## src/rtl/pdd_consts.svh

```systemverilog
`ifndef PDD_CONSTS_SVH
`define PDD_CONSTS_SVH
// Timer and sample widths
`define PDD_TW 16
`define PDD_SW 16
// Full-scale duty value and queue depth
`define PDD_SCALE 16'h0100
`define PDD_DEPTH 4
`define PDD_DEPTH_LOG2 2
`define PDD_PTR_W 2
`define PDD_CNT_W 3
// Reset values
`define PDD_TS_RST 16'h0000
`define PDD_ZERO_SAMPLE 16'h0000
// Analog (1) or digital (0) handling, fixed at build time
`define PDD_ANALOG 1'b0
// Non-inverted (0) or inverted (1) input polarity
`define PDD_INVERT 1'b0
`endif

```

## src/rtl/pdd_pkg.sv

```systemverilog
`include "pdd_consts.svh"
package pdd_pkg;
    typedef logic [`PDD_TW-1:0] pdd_ts_t;
    typedef logic [`PDD_SW-1:0] pdd_smp_t;
    typedef struct packed {
        logic valid;
        pdd_smp_t duty;
    } pdd_sample_s;
    typedef enum logic [1:0] {
        PDD_IDLE,
        PDD_DIVIDE,
        PDD_PUSH
    } pdd_state_e;
endpackage : pdd_pkg

```

## src/rtl/pdd_queue_mem.sv

```systemverilog
`timescale 1ns/100ps
`include "pdd_consts.svh"
module pdd_queue_mem (
    input wire logic clk_sys_in,
    input wire logic rst_b_in,
    input wire logic wr_en_in,
    input wire logic [`PDD_PTR_W-1:0] wr_addr_in,
    input wire pdd_pkg::pdd_smp_t wr_data_in,
    input wire logic [`PDD_PTR_W-1:0] rd_addr_in,
    output pdd_pkg::pdd_smp_t rd_data_out
);
    import pdd_pkg::*;
    pdd_smp_t mem_q [`PDD_DEPTH];

    always_ff @(posedge clk_sys_in or negedge rst_b_in) begin
        if (!rst_b_in) begin
            for (int i = 0; i < `PDD_DEPTH; i++) begin
                mem_q[i] <= `PDD_ZERO_SAMPLE;
            end
        end else if (wr_en_in) begin
            mem_q[wr_addr_in] <= wr_data_in;
        end
    end

    always_ff @(posedge clk_sys_in or negedge rst_b_in) begin
        if (!rst_b_in) begin
            rd_data_out <= `PDD_ZERO_SAMPLE;
        end else begin
            rd_data_out <= mem_q[rd_addr_in];
        end
    end
endmodule : pdd_queue_mem

```

## src/rtl/pdd_demod.sv

```systemverilog
`timescale 1ns/100ps
`include "pdd_consts.svh"
module pdd_demod (
    input wire logic clk_sys_in,
    input wire logic rst_b_in,
    input wire logic capture_input_pin_in,
    input wire logic rd_req_in,
    output logic rd_ready_out,
    output pdd_pkg::pdd_sample_s rd_out,
    output pdd_pkg::pdd_ts_t capture_timestamp_out,
    output logic capture_evt_out,
    output logic edge_lead_out,
    output logic fifo_empty_out,
    output logic fifo_full_out
);
    import pdd_pkg::*;

    // ------------------------------------------------------------
    // Helpers
    // ------------------------------------------------------------
    function automatic pdd_ts_t ts_diff(input pdd_ts_t a, input pdd_ts_t b);
        ts_diff = a - b;
    endfunction : ts_diff

    function automatic logic [`PDD_PTR_W-1:0] ptr_inc(input logic [`PDD_PTR_W-1:0] p);
        ptr_inc = p + 1'b1;
    endfunction : ptr_inc

    // ------------------------------------------------------------
    // Pin synchroniser and free-running timer
    // ------------------------------------------------------------
    logic pin_s1_q;
    logic pin_s2_q;
    logic pin_s3_q;
    pdd_ts_t timer_q;

    always_ff @(posedge clk_sys_in or negedge rst_b_in) begin
        if (!rst_b_in) begin
            pin_s1_q <= `PDD_INVERT;
            pin_s2_q <= `PDD_INVERT;
            pin_s3_q <= `PDD_INVERT;
        end else begin
            pin_s1_q <= capture_input_pin_in;
            pin_s2_q <= pin_s1_q;
            pin_s3_q <= pin_s2_q;
        end
    end

    always_ff @(posedge clk_sys_in or negedge rst_b_in) begin
        if (!rst_b_in) begin
            timer_q <= `PDD_TS_RST;
        end else begin
            timer_q <= timer_q + 1'b1;
        end
    end

    // Active level of the pin after polarity correction
    logic act_now;
    logic act_prev;
    assign act_now = pin_s2_q ^ `PDD_INVERT;
    assign act_prev = pin_s3_q ^ `PDD_INVERT;

    // ------------------------------------------------------------
    // Edge sense and capture
    // ------------------------------------------------------------
    // Edges are ignored while the divider runs; a trailing edge lost that
    // way is taken as a zero-width pulse so the edge sense stays in step.
    logic sense_lead_q;
    logic lead_hit;
    logic trail_hit;
    logic lost_trail;
    logic busy;
    logic timeout_hit;
    pdd_ts_t start_q;
    assign lead_hit = sense_lead_q && act_now && !act_prev && !busy;
    assign trail_hit = !sense_lead_q && !act_now && act_prev && !busy;
    assign lost_trail = !sense_lead_q && !act_now && !act_prev && !busy;

    always_ff @(posedge clk_sys_in or negedge rst_b_in) begin
        if (!rst_b_in) begin
            sense_lead_q <= 1'b1;
        end else if (lead_hit || trail_hit || lost_trail) begin
            sense_lead_q <= !sense_lead_q;
        end
    end

    always_ff @(posedge clk_sys_in or negedge rst_b_in) begin
        if (!rst_b_in) begin
            capture_timestamp_out <= `PDD_TS_RST;
            capture_evt_out <= 1'b0;
            edge_lead_out <= 1'b0;
        end else begin
            capture_evt_out <= lead_hit || trail_hit || lost_trail;
            if (lead_hit || trail_hit) begin
                capture_timestamp_out <= timer_q;
                edge_lead_out <= lead_hit;
            end else if (lost_trail) begin
                capture_timestamp_out <= start_q;
                edge_lead_out <= 1'b0;
            end
        end
    end

    // ------------------------------------------------------------
    // Period, width and timeout
    // ------------------------------------------------------------
    pdd_ts_t stop_q;
    pdd_ts_t period_q;
    pdd_ts_t width_q;
    pdd_ts_t last_period_q;
    pdd_ts_t deadline_q;
    logic started_q;
    logic tmo_arm_q;
    logic force_q;
    logic force_val_q;
    // A leading edge landing right on the deadline wins: the period was as expected
    assign timeout_hit = tmo_arm_q && (timer_q == deadline_q) && !busy && !lead_hit;

    always_ff @(posedge clk_sys_in or negedge rst_b_in) begin
        if (!rst_b_in) begin
            start_q <= `PDD_TS_RST;
            stop_q <= `PDD_TS_RST;
            period_q <= `PDD_TS_RST;
            width_q <= `PDD_TS_RST;
            started_q <= 1'b0;
        end else if (lead_hit) begin
            period_q <= ts_diff(timer_q, start_q);
            width_q <= ts_diff(stop_q, start_q);
            start_q <= timer_q;
            started_q <= 1'b1;
        end else if (trail_hit) begin
            stop_q <= timer_q;
        end else if (lost_trail) begin
            stop_q <= start_q;
        end
    end

    always_ff @(posedge clk_sys_in or negedge rst_b_in) begin
        if (!rst_b_in) begin
            last_period_q <= `PDD_TS_RST;
            deadline_q <= `PDD_TS_RST;
            tmo_arm_q <= 1'b0;
        end else if (lead_hit) begin
            if (started_q) begin
                last_period_q <= ts_diff(timer_q, start_q);
                deadline_q <= timer_q + ts_diff(timer_q, start_q);
                tmo_arm_q <= 1'b1;
            end
        end else if (timeout_hit) begin
            deadline_q <= deadline_q + last_period_q;
        end
    end

    // Flat line with no edge by the deadline: force 0% or 100%
    always_ff @(posedge clk_sys_in or negedge rst_b_in) begin
        if (!rst_b_in) begin
            force_q <= 1'b0;
            force_val_q <= 1'b0;
        end else begin
            force_q <= 1'b0;
            if (timeout_hit) begin
                force_q <= 1'b1;
                force_val_q <= act_now;
            end
        end
    end

    // ------------------------------------------------------------
    // Serial divider: duty = scale * width / period
    // ------------------------------------------------------------
    pdd_state_e state_q;
    logic [`PDD_TW+`PDD_SW-1:0] num_q;
    logic [`PDD_TW:0] rem_q;
    logic [5:0] bit_q;
    pdd_smp_t result_q;
    logic push_q;
    logic [`PDD_TW:0] rem_sh;
    assign busy = (state_q != PDD_IDLE);
    assign rem_sh = {rem_q[`PDD_TW-1:0], num_q[`PDD_TW+`PDD_SW-1]};

    always_ff @(posedge clk_sys_in or negedge rst_b_in) begin
        if (!rst_b_in) begin
            state_q <= PDD_IDLE;
            num_q <= '0;
            rem_q <= '0;
            bit_q <= '0;
            result_q <= `PDD_ZERO_SAMPLE;
            push_q <= 1'b0;
        end else begin
            push_q <= 1'b0;
            unique case (state_q)
                PDD_IDLE: begin
                    if (force_q) begin
                        result_q <= force_val_q ? `PDD_SCALE : `PDD_ZERO_SAMPLE;
                        push_q <= 1'b1;
                    end else if (lead_hit && started_q) begin
                        num_q <= `PDD_TW'(ts_diff(stop_q, start_q)) * `PDD_SCALE;
                        rem_q <= '0;
                        bit_q <= 6'(`PDD_TW + `PDD_SW);
                        state_q <= PDD_DIVIDE;
                    end
                end
                PDD_DIVIDE: begin
                    num_q <= {num_q[`PDD_TW+`PDD_SW-2:0], 1'b0};
                    if ((period_q != '0) && (rem_sh >= {1'b0, period_q})) begin
                        rem_q <= rem_sh - {1'b0, period_q};
                        result_q <= {result_q[`PDD_SW-2:0], 1'b1};
                    end else begin
                        rem_q <= rem_sh;
                        result_q <= {result_q[`PDD_SW-2:0], 1'b0};
                    end
                    bit_q <= bit_q - 1'b1;
                    if (bit_q == 6'h01) begin
                        state_q <= PDD_PUSH;
                    end
                end
                PDD_PUSH: begin
                    push_q <= 1'b1;
                    state_q <= PDD_IDLE;
                end
            endcase
        end
    end

    // ------------------------------------------------------------
    // Sample queue
    // ------------------------------------------------------------
    logic [`PDD_PTR_W-1:0] wr_ptr_q;
    logic [`PDD_PTR_W-1:0] rd_ptr_q;
    logic [`PDD_CNT_W-1:0] count_q;
    logic [`PDD_SW+`PDD_DEPTH_LOG2-1:0] sum_q;
    pdd_smp_t mem_rd;
    pdd_smp_t old_entry;
    logic wr_ok;
    logic rd_take;
    logic q_full;
    logic q_empty;
    assign q_full = (count_q == `PDD_CNT_W'(`PDD_DEPTH));
    assign q_empty = (count_q == '0);
    assign wr_ok = push_q && (`PDD_ANALOG || !q_full);
    assign rd_take = rd_req_in && rd_ready_out && !`PDD_ANALOG && !q_empty;

    logic [`PDD_CNT_W-1:0] count_d;
    always_comb begin
        count_d = count_q;
        if (`PDD_ANALOG) begin
            if (wr_ok && !q_full) begin
                count_d = count_q + 1'b1;
            end
        end else if (wr_ok && !rd_take) begin
            count_d = count_q + 1'b1;
        end else if (rd_take && !wr_ok) begin
            count_d = count_q - 1'b1;
        end
    end

    pdd_queue_mem u_mem (
        .clk_sys_in(clk_sys_in),
        .rst_b_in(rst_b_in),
        .wr_en_in(wr_ok),
        .wr_addr_in(wr_ptr_q),
        .wr_data_in(result_q),
        .rd_addr_in(`PDD_ANALOG ? wr_ptr_q : rd_ptr_q),
        .rd_data_out(mem_rd)
    );

    // In analog mode the read port looks at the slot about to be overwritten
    assign old_entry = mem_rd;

    always_ff @(posedge clk_sys_in or negedge rst_b_in) begin
        if (!rst_b_in) begin
            wr_ptr_q <= '0;
            rd_ptr_q <= '0;
            count_q <= '0;
        end else begin
            if (wr_ok) begin
                wr_ptr_q <= ptr_inc(wr_ptr_q);
            end
            if (rd_take) begin
                rd_ptr_q <= ptr_inc(rd_ptr_q);
            end
            count_q <= count_d;
        end
    end

    // Running sum over all N slots; unfilled slots count as zero
    always_ff @(posedge clk_sys_in or negedge rst_b_in) begin
        if (!rst_b_in) begin
            sum_q <= '0;
        end else if (wr_ok && `PDD_ANALOG) begin
            sum_q <= sum_q + result_q - old_entry;
        end
    end

    // ------------------------------------------------------------
    // Read port: request/answer in two cycles, or one for an empty queue or analog mode; one request in flight
    // ------------------------------------------------------------
    // The RAM read register adds a cycle; wr_ok is blocked from
    // changing the answer by sampling the value in the take cycle.
    logic rd_pend_q;
    always_ff @(posedge clk_sys_in or negedge rst_b_in) begin
        if (!rst_b_in) begin
            rd_pend_q <= 1'b0;
            rd_ready_out <= 1'b1;
            rd_out <= '0;
            fifo_empty_out <= 1'b1;
            fifo_full_out <= 1'b0;
        end else begin
            // Flags follow the count stored at this edge, so a request in
            // the cycle after a push sees the true occupancy
            fifo_empty_out <= (count_d == '0);
            fifo_full_out <= (count_d == `PDD_CNT_W'(`PDD_DEPTH));
            rd_out.valid <= 1'b0;
            rd_pend_q <= 1'b0;
            if (rd_req_in && rd_ready_out) begin
                rd_ready_out <= 1'b0;
                if (`PDD_ANALOG) begin
                    rd_out.valid <= 1'b1;
                    rd_out.duty <= `PDD_SW'(sum_q >> `PDD_DEPTH_LOG2);
                    rd_ready_out <= 1'b1;
                end else if (q_empty) begin
                    rd_out.valid <= 1'b1;
                    rd_out.duty <= `PDD_SCALE;
                    rd_ready_out <= 1'b1;
                end else begin
                    rd_pend_q <= 1'b1;
                end
            end
            if (rd_pend_q) begin
                rd_out.valid <= 1'b1;
                rd_out.duty <= mem_rd;
                rd_ready_out <= 1'b1;
            end
        end
    end
endmodule : pdd_demod

```

## config.mk

```make
export PLATFORM = sky130hd
export DESIGN_NAME = pdd_demod
export DESIGN_NICKNAME = d
export VERILOG_FILES = /design/src/rtl/pdd_pkg.sv /design/src/rtl/pdd_queue_mem.sv /design/src/rtl/pdd_demod.sv
export VERILOG_INCLUDE_DIRS = /design/src /design/src/rtl
export SDC_FILE = /design/constraint.sdc
export NUM_CORES = 1
export LEC_CHECK = 0
export BUFFER_PORTS_ARGS = -buffer_cell sky130_fd_sc_hd__buf_2
export CAP_MARGIN = 10
export CORE_AREA = 2 2 201 203
export CTS_BUF_LIST = sky130_fd_sc_hd__clkbuf_16
export DETAILED_ROUTE_END_ITERATION = 8
export DIE_AREA = 0 0 203 205
export RECOVER_POWER = 25
export REMOVE_ABC_BUFFERS = 1
export SKIP_LAST_GASP = 1
export SYNTH_ARGS = -nofsm -noshare
export SYNTH_HDL_FRONTEND = slang
export SYNTH_SLANG_ARGS = --single-unit
```

## constraint.sdc

```tcl
create_clock -name clk_sys_in -period 3.56 [get_ports clk_sys_in]
set_input_delay 0.178 -clock clk_sys_in [delete_from_list [all_inputs] [get_ports clk_sys_in]]
set_output_delay 0.178 -clock clk_sys_in [all_outputs]
set_load 0.02 [all_outputs]
```

==> flow_summary_export.csv, run 1 <==
group,metric,value,unit
status,status,"finished with violations",
status,violations,"capacitance limit, slew limit, setup timing",
worst_setup_path,crit_family,"compound AO/OA/AOI/OAI gates",
power,p_leak,8.494,nW
die,ioPinCount,42,
logic_synthesis,yosysSeqAreaShare,47.27,%
layout,stdcell_area,18040,µm²
routing,num_vias,11210,
timing,slew_headroom,-89.03,%
clock_tree,clock_latency,590,ps
power,p_comb_share,50.8,%
worst_setup_path,crit_buf_inv,3,
clock_tree,htree_levels,1,
logic_synthesis,synth_flop_cell,"dfrtp_1",
timing,period_share,100.8,%
place,place_congestion,0.8693,
logic_synthesis,synthCells,1498,
layout,area_growth,15.47,%
die,die_w,203,µm
layout,layout_common_cells,"dfrtp_1 (292), nand2_1 (145), o21ai_0 (120)",
power,swShare,40.90,%
worst_setup_path,arrival,4060,ps
die,initial_core_util,39.69,%
clock_tree,cts_sinks,295,
timing,rsz0062_at_grt,"yes",
logic_synthesis,async_flop_share,100.0,%
logic_synthesis,synth_area,15620,µm²
place,io_buffers,41,
place,place_area,16790,µm²
timing,fin_ws,-28.53,ps
power,powerDensity,899.7,nW/µm²
routing,detail_route.wl_per_cell,16.20,µm
layout,layout_commonest_cell,"dfrtp_1",
logic_synthesis,post_synth.cell_area_avg,10.43,µm²
power,power.share.clock,19.0,%
timing,max_freq,0.2787,GHz
clock_tree,cts_buffers,31,
layout,diodes,0,
global_route,grt.overflow.total,0,
timing,holdWs,315.9,ps
timing,setup_viol,2,
timing,worstMarginPinSlew,2835,ps
routing,drt_pass1_iterations,5,
global_route,grt_use_total,17.09,%
power,peakVddDrop,0.4192,mV
power,intPower,9.594,mW
worst_setup_path,critPathKind,"register to register",
clock_tree,ctsRootBufferMaster,"clkbuf_16",
min_path,hold_class,"input port to register",
worst_setup_path,crit_top_cell,"a21oi_2",
worst_setup_path,worstPathRequired,4030,ps
clock_tree,cts_tree,"built",
timing,hold_viol_final,0,
die,die_area,41620,µm²
worst_setup_path,worst-path-max-fanout,2,
global_route,antenna_found_initial,0,
timing,min_period,3589,ps
worst_setup_path,cpPeakStageDelay,390,ps
die,chipHeight,205,µm
timing,clock_skew,14.27,ps
layout,fin_nets,1690,
job,drv_cap,1,
worst_setup_path,start_kind,"register",
logic_synthesis,synth_seq_cells,295,
global_route,grt_pass1_wl,58450,µm
worst_setup_path,end_kind,"register",
routing,avgViaCountPerCell,5.239,
die,coreArea,39370,µm²
logic_synthesis,synth_cell_types,70,
global_route,grt_pass1_vias,11350,
die,rows,73,
clock_tree,clockBufferDepth,3,
logic_synthesis,ys_warn_count,0,
routing,ant_nets,0,
routing,routed_wl,34650,µm
routing,drt_iter0_markers,670,
logic_synthesis,synth_edf_count,0,
clock_tree,clkSlewWorstSetupHoldPaths,70,ps
worst_setup_path,crit_slowest_cell,"dfrtp_1",
power,p_seq_share,30.2,%
worst_setup_path,crit_chain,"inv_2, ha_4, inv_2, fa_2, a21o_1, a21oi_2, nand2b_4, nand2b_1, a21oi_2, xor2_1, inv_1, ha_4, nor2_2, nor2_2, nand2_1, o311ai_2, nand2_1, a21oi_2, xnor2_1, a211o_1",
layout,drive_above_1_share,18.34,%
routing,drc_errors,0,
timing,drv_slew,60,
power,p_switching,6.639,mW
place,dp_hpwl,24520,µm
global_route,grt_max_degree,87,
state kept, by name, summed over array words and instances, names as in the netlist, 3 cells and up:
name / count
capture_timestamp_out: 16
start_q: 16
period_q: 16
bit_q: 6
u_mem.mem_q: 64
num_q: 24
stop_q: 16
count_q: 3
deadline_q: 16
u_mem.rd_data_out: 16
timer_q: 16
rem_q: 16
last_period_q: 16
rd_out: 17
result_q: 16
worst min-delay path, delay by kind of cell:
family                 cells  cell delay, ps
buffers and inverters      2             640
AOI/OAI and AO/OA          1              70
synth_stat cells, types with 15 or more instances:
| cell type | count | area share, % |
|---|---|---|
| inv_1 | 81 | 1.9 |
| ha_1 | 92 | 7.4 |
| nor2_1 | 98 | 2.4 |
| clkbuf_1 | 49 | 1.2 |
| a22o_1 | 24 | 1.3 |
| xor2_1 | 26 | 1.5 |
| o21ai_0 | 125 | 4.0 |
| mux4_2 | 16 | 2.3 |
| dfrtp_1 | 292 | 47 |
| nand3_1 | 28 | 0.90 |
| mux2i_1 | 47 | 3.0 |
| a21oi_1 | 90 | 2.9 |
| a21o_1 | 15 | 0.72 |
| nand2_1 | 145 | 3.5 |
| mux2_2 | 72 | 5.2 |
| nand2b_1 | 16 | 0.64 |
| xnor2_1 | 73 | 4.1 |
power groups by stage:
stage	clock network, mW	registers [mW]	logic (mW)
finish	3.08	4.91	8.24
floorplan	0	4.98	5.65
CTS	3.17	4.92	8.16
global placement	0	4.94	7.82
global route	3.31	5.03	9.28
detailed placement	0	4.97	7.98
what timing repair did:
item | 4_1_cts | 5_1_grt
setup buffers | 5 | 5
pin swaps | 16 | 19
gates resized for setup | 22 | 19
endpoints found under the hold margin | 60 | 0
endpoints found under the setup margin | 7 | 7
hold buffers | 3 | 0
path summary, 6_finish.rpt:
kind | from | end | slack [ps] | cells past startpoint
max | timer_q[0] | deadline_q[15] | -30 | 20
min | rd_req_in | rd_ready_out | 320 | 3
max reg2reg | timer_q[0] | deadline_q[15] | -30 | 20
min reg2reg | pin_s1_q | act_now | 360 | 0
max in group asynchronous | rst_b_in | stop_q[9] | 780 | 3
min in group asynchronous | rst_b_in | fifo_full_out | 1070 | 2
cells by family after synthesis:
kind of cell    Yosys count  share of synthesized area [%]
flops                   295                          47.27
fa+ha+maj                97                          8.008
mux                     135                          10.51
buf+inv                 147                          3.668
simple gates            370                          10.81
xor+xnor                 99                          5.549
compound gates          355                          14.19
layout make-up:
class                           instances  area [µm²]
Clock buffer                           31       775.7
Clock inverter                         27       182.7
Fill cell                            3656       21320
Inverter                               81       304.0
Multi-Input combinational cell       1056        7870
Sequential cell                       295        7386
Tap cell                              525       656.9
Timing Repair Buffer                  124       867.1
per-stage QoR:
stage	TNS (ps)	instances	setup slack (ps)	utilization, %	total power, mW
4_1_cts	0	2134	19.29	45.55	16.24
6_report	-28.84	2139	-28.53	45.83	16.23
2_1_floorplan	-14070	1432	-854.7	-	10.62
3_5_place_dp	-792.3	2068	-237.3	42.64	12.94
3_3_place_gp	-688.9	2068	-224.5	42.64	12.76
5_1_grt	-1249	2139	-258.0	45.83	17.62
metal layers:
metal  global-route usage (%)  wire length (µm)  vias to the layer above
met4                    3.650               720                        0
li1                         -                 -                     5490
met5                        0                 0                        -
met2                    29.67             16740                      184
met3                    3.198              1487                       49
met1                    22.25             15700                     5484
(Power assumes the default switching activity.)
==> run 2: changes to the inputs <==
==> constraint.sdc (replaced) <==
create_clock -name clk_sys_in -period 3.56 [get_ports clk_sys_in]
set_input_delay 0 -clock clk_sys_in [delete_from_list [all_inputs] [get_ports clk_sys_in]]
set_output_delay 0 -clock clk_sys_in [all_outputs]
set_load 0.02 [all_outputs]
==> flow_summary_export.csv, run 2 (synthesis gave the netlist of run 1 again) <==
group,metric,value,unit
status,status,"finished with violations",
status,violations,"capacitance limit, slew limit, setup timing",
routing,detail_route.wl_per_cell,16.11,µm
worst_setup_path,end_kind,"register",
timing,holdWs,191.5,ps
clock_tree,clock_latency,530,ps
layout,diodes,0,
timing,max_freq,0.2786,GHz
worst_setup_path,worstPathRequired,3970,ps
layout,fin_nets,1688,
routing,ant_nets,0,
layout,layout_commonest_cell,"dfrtp_1",
worst_setup_path,rr_endpoint,"deadline_q[15]",
clock_tree,cts_tree,"built",
layout,layout_common_cells,"dfrtp_1 (292), nand2_1 (142), o21ai_0 (120)",
die,rows,73,
worst_setup_path,worst-path-max-fanout,3,
routing,avgViaCountPerCell,5.214,
place,io_buffers,41,
clock_tree,htree_levels,2,
timing,hold_viol_final,0,
power,powerDensity,904.8,nW/µm²
die,initial_core_util,39.69,%
routing,drc_errors,0,
power,p_leak,8.542,nW
timing,min_period,3590,ps
clock_tree,cts_sinks,295,
layout,stdcell_count,2135,
routing,drt_iter0_markers,596,
die,coreArea,39370,µm²
min_path,hold_depth,3,
timing,setup_viol,2,
routing,num_vias,11130,
layout,drive_above_1_share,18.88,%
timing,worstMarginPinSlew,2379,ps
global_route,antenna_found_initial,0,
global_route,grt.overflow.total,0,
place,dp_hpwl,24470,µm
min_path,hold_path_startpoint,"rd_req_in",
worst_setup_path,rrSetupSlack,-30,ps
place,place_area,16790,µm²
timing,period_share,100.8,%
layout,largest_reg_flops,64,
clock_tree,clkSlewWorstSetupHoldPaths,60,ps
global_route,grt_pass1_wl,58840,µm
timing,finalSetupTns,-36.52,ps
timing,clock_skew,21.91,ps
power,peakVddDrop,0.4485,mV
place,dpl.cell_count,2067,
global_route,grt_pass1_vias,11420,
die,ioPinCount,42,
layout,regMostFlops,"u_mem.mem_q",
timing,slew_headroom,-58.63,%
power,finalPower,16.38,mW
layout,reg.largest.list,"u_mem.mem_q (64), num_q (24), rd_out (17)",
timing,drv_slew,86,
timing,fin_ws,-29.82,ps
routing,drt_pass1_iterations,5,
worst_setup_path,reg2reg_depth,20,
global_route,grt_max_degree,89,
clock_tree,clockBufferDepth,3,
global_route,grt_use_total,17.24,%
worst_setup_path,arrival,4000,ps
place,place_congestion,0.8756,
min_path,hold_class,"input port to register",
die,chipHeight,205,µm
clock_tree,cts_buffers,35,
timing,rsz0062_at_grt,"yes",
layout,fin_util,45.98,%
worst_setup_path,start_kind,"register",
place,pre_cts_slack,-243.2,ps
worst_setup_path,critPathKind,"register to register",
job,drv_cap,1,
min_path,min_to,"rd_ready_out",
layout,area_growth,15.85,%
die,die_area,41620,µm²
layout,stdcell_area,18100,µm²
routing,routed_wl,34400,µm
die,die_w,203,µm
clock_tree,ctsRootBufferMaster,"clkbuf_16",
worst_setup_path,r2r-start,"timer_q[0]",
run 2: cell types whose count changed in the layout (fill, tap and decap cells not counted), moves of 2 or more:
cell / previous run / this run
o21ai_1: 8 / 10
o21ai_2: 3 / 1
nand2_2: 1 / 4
clkinv_1: 9 / 3
nand2_1: 145 / 142
clkbuf_16: 31 / 35
clkinv_2: 4 / 10
inv_1: 88 / 85
buf_4: 78 / 71
bufinv_16: 2 / 0
inv_6: 0 / 2
run 2: how the worst max path moves through the flow:
stage                     startpoint        endpoint  slack (ps)
after floorplan             act_prev        bit_q[5]        -850
final                     timer_q[0]  deadline_q[15]         -30
after global routing      timer_q[0]  deadline_q[13]        -220
after CTS                 timer_q[0]  deadline_q[13]           6
after global placement    timer_q[0]  deadline_q[15]        -220
after detailed placement  timer_q[0]  deadline_q[15]        -240
run 2: cell type report:
type                    count  area (µm²)
fillers                  3641       21270
multi-input cells        1056        7889
flip-flops and latches    295        7386
clock buffers              35       875.8
repair buffers            118       827.0
well taps                 525       656.9
inverters                  81       304.0
clock inverters            25       162.7
run 2: worst max-delay path: stages, from the launching register on:
cell,delay (ps)
dfrtp_1,390
inv_2,80
ha_4,130
inv_2,40
fa_2,360
a21o_1,200
a21oi_2,150
nand2b_4,160
a21oi_2,90
a41oi_2,160
xor2_1,210
inv_1,110
buf_4,140
ha_1,210
buf_4,150
a31oi_4,160
o311ai_4,140
nand2_2,100
a21oi_2,60
xnor2_1,130
a211o_1,290
run 2: report_power, final:
part	total (mW)	internal [mW]	switching, mW
Clock	3.25	1.81	1.44
Sequential	4.92	4.23	0.684
Combinational	8.21	3.62	4.59
run 2: routing by layer:
layer,wire length [µm],global-route usage (%),vias up
met5,0,0,-
met4,651,4.614,0
met3,945,2.275,43
met2,16680,29.81,149
met1,16120,22.79,5471
li1,-,-,5469
run 2: repair_timing:
action | in CTS | in global routing
setup endpoints to repair | 7 | 7
buffers inserted | 3 | 2
hold buffers | 3 | 0
gates resized for setup | 21 | 25
hold endpoints to repair | 92 | 0
pin swaps | 12 | 14
cloned | 0 | 0
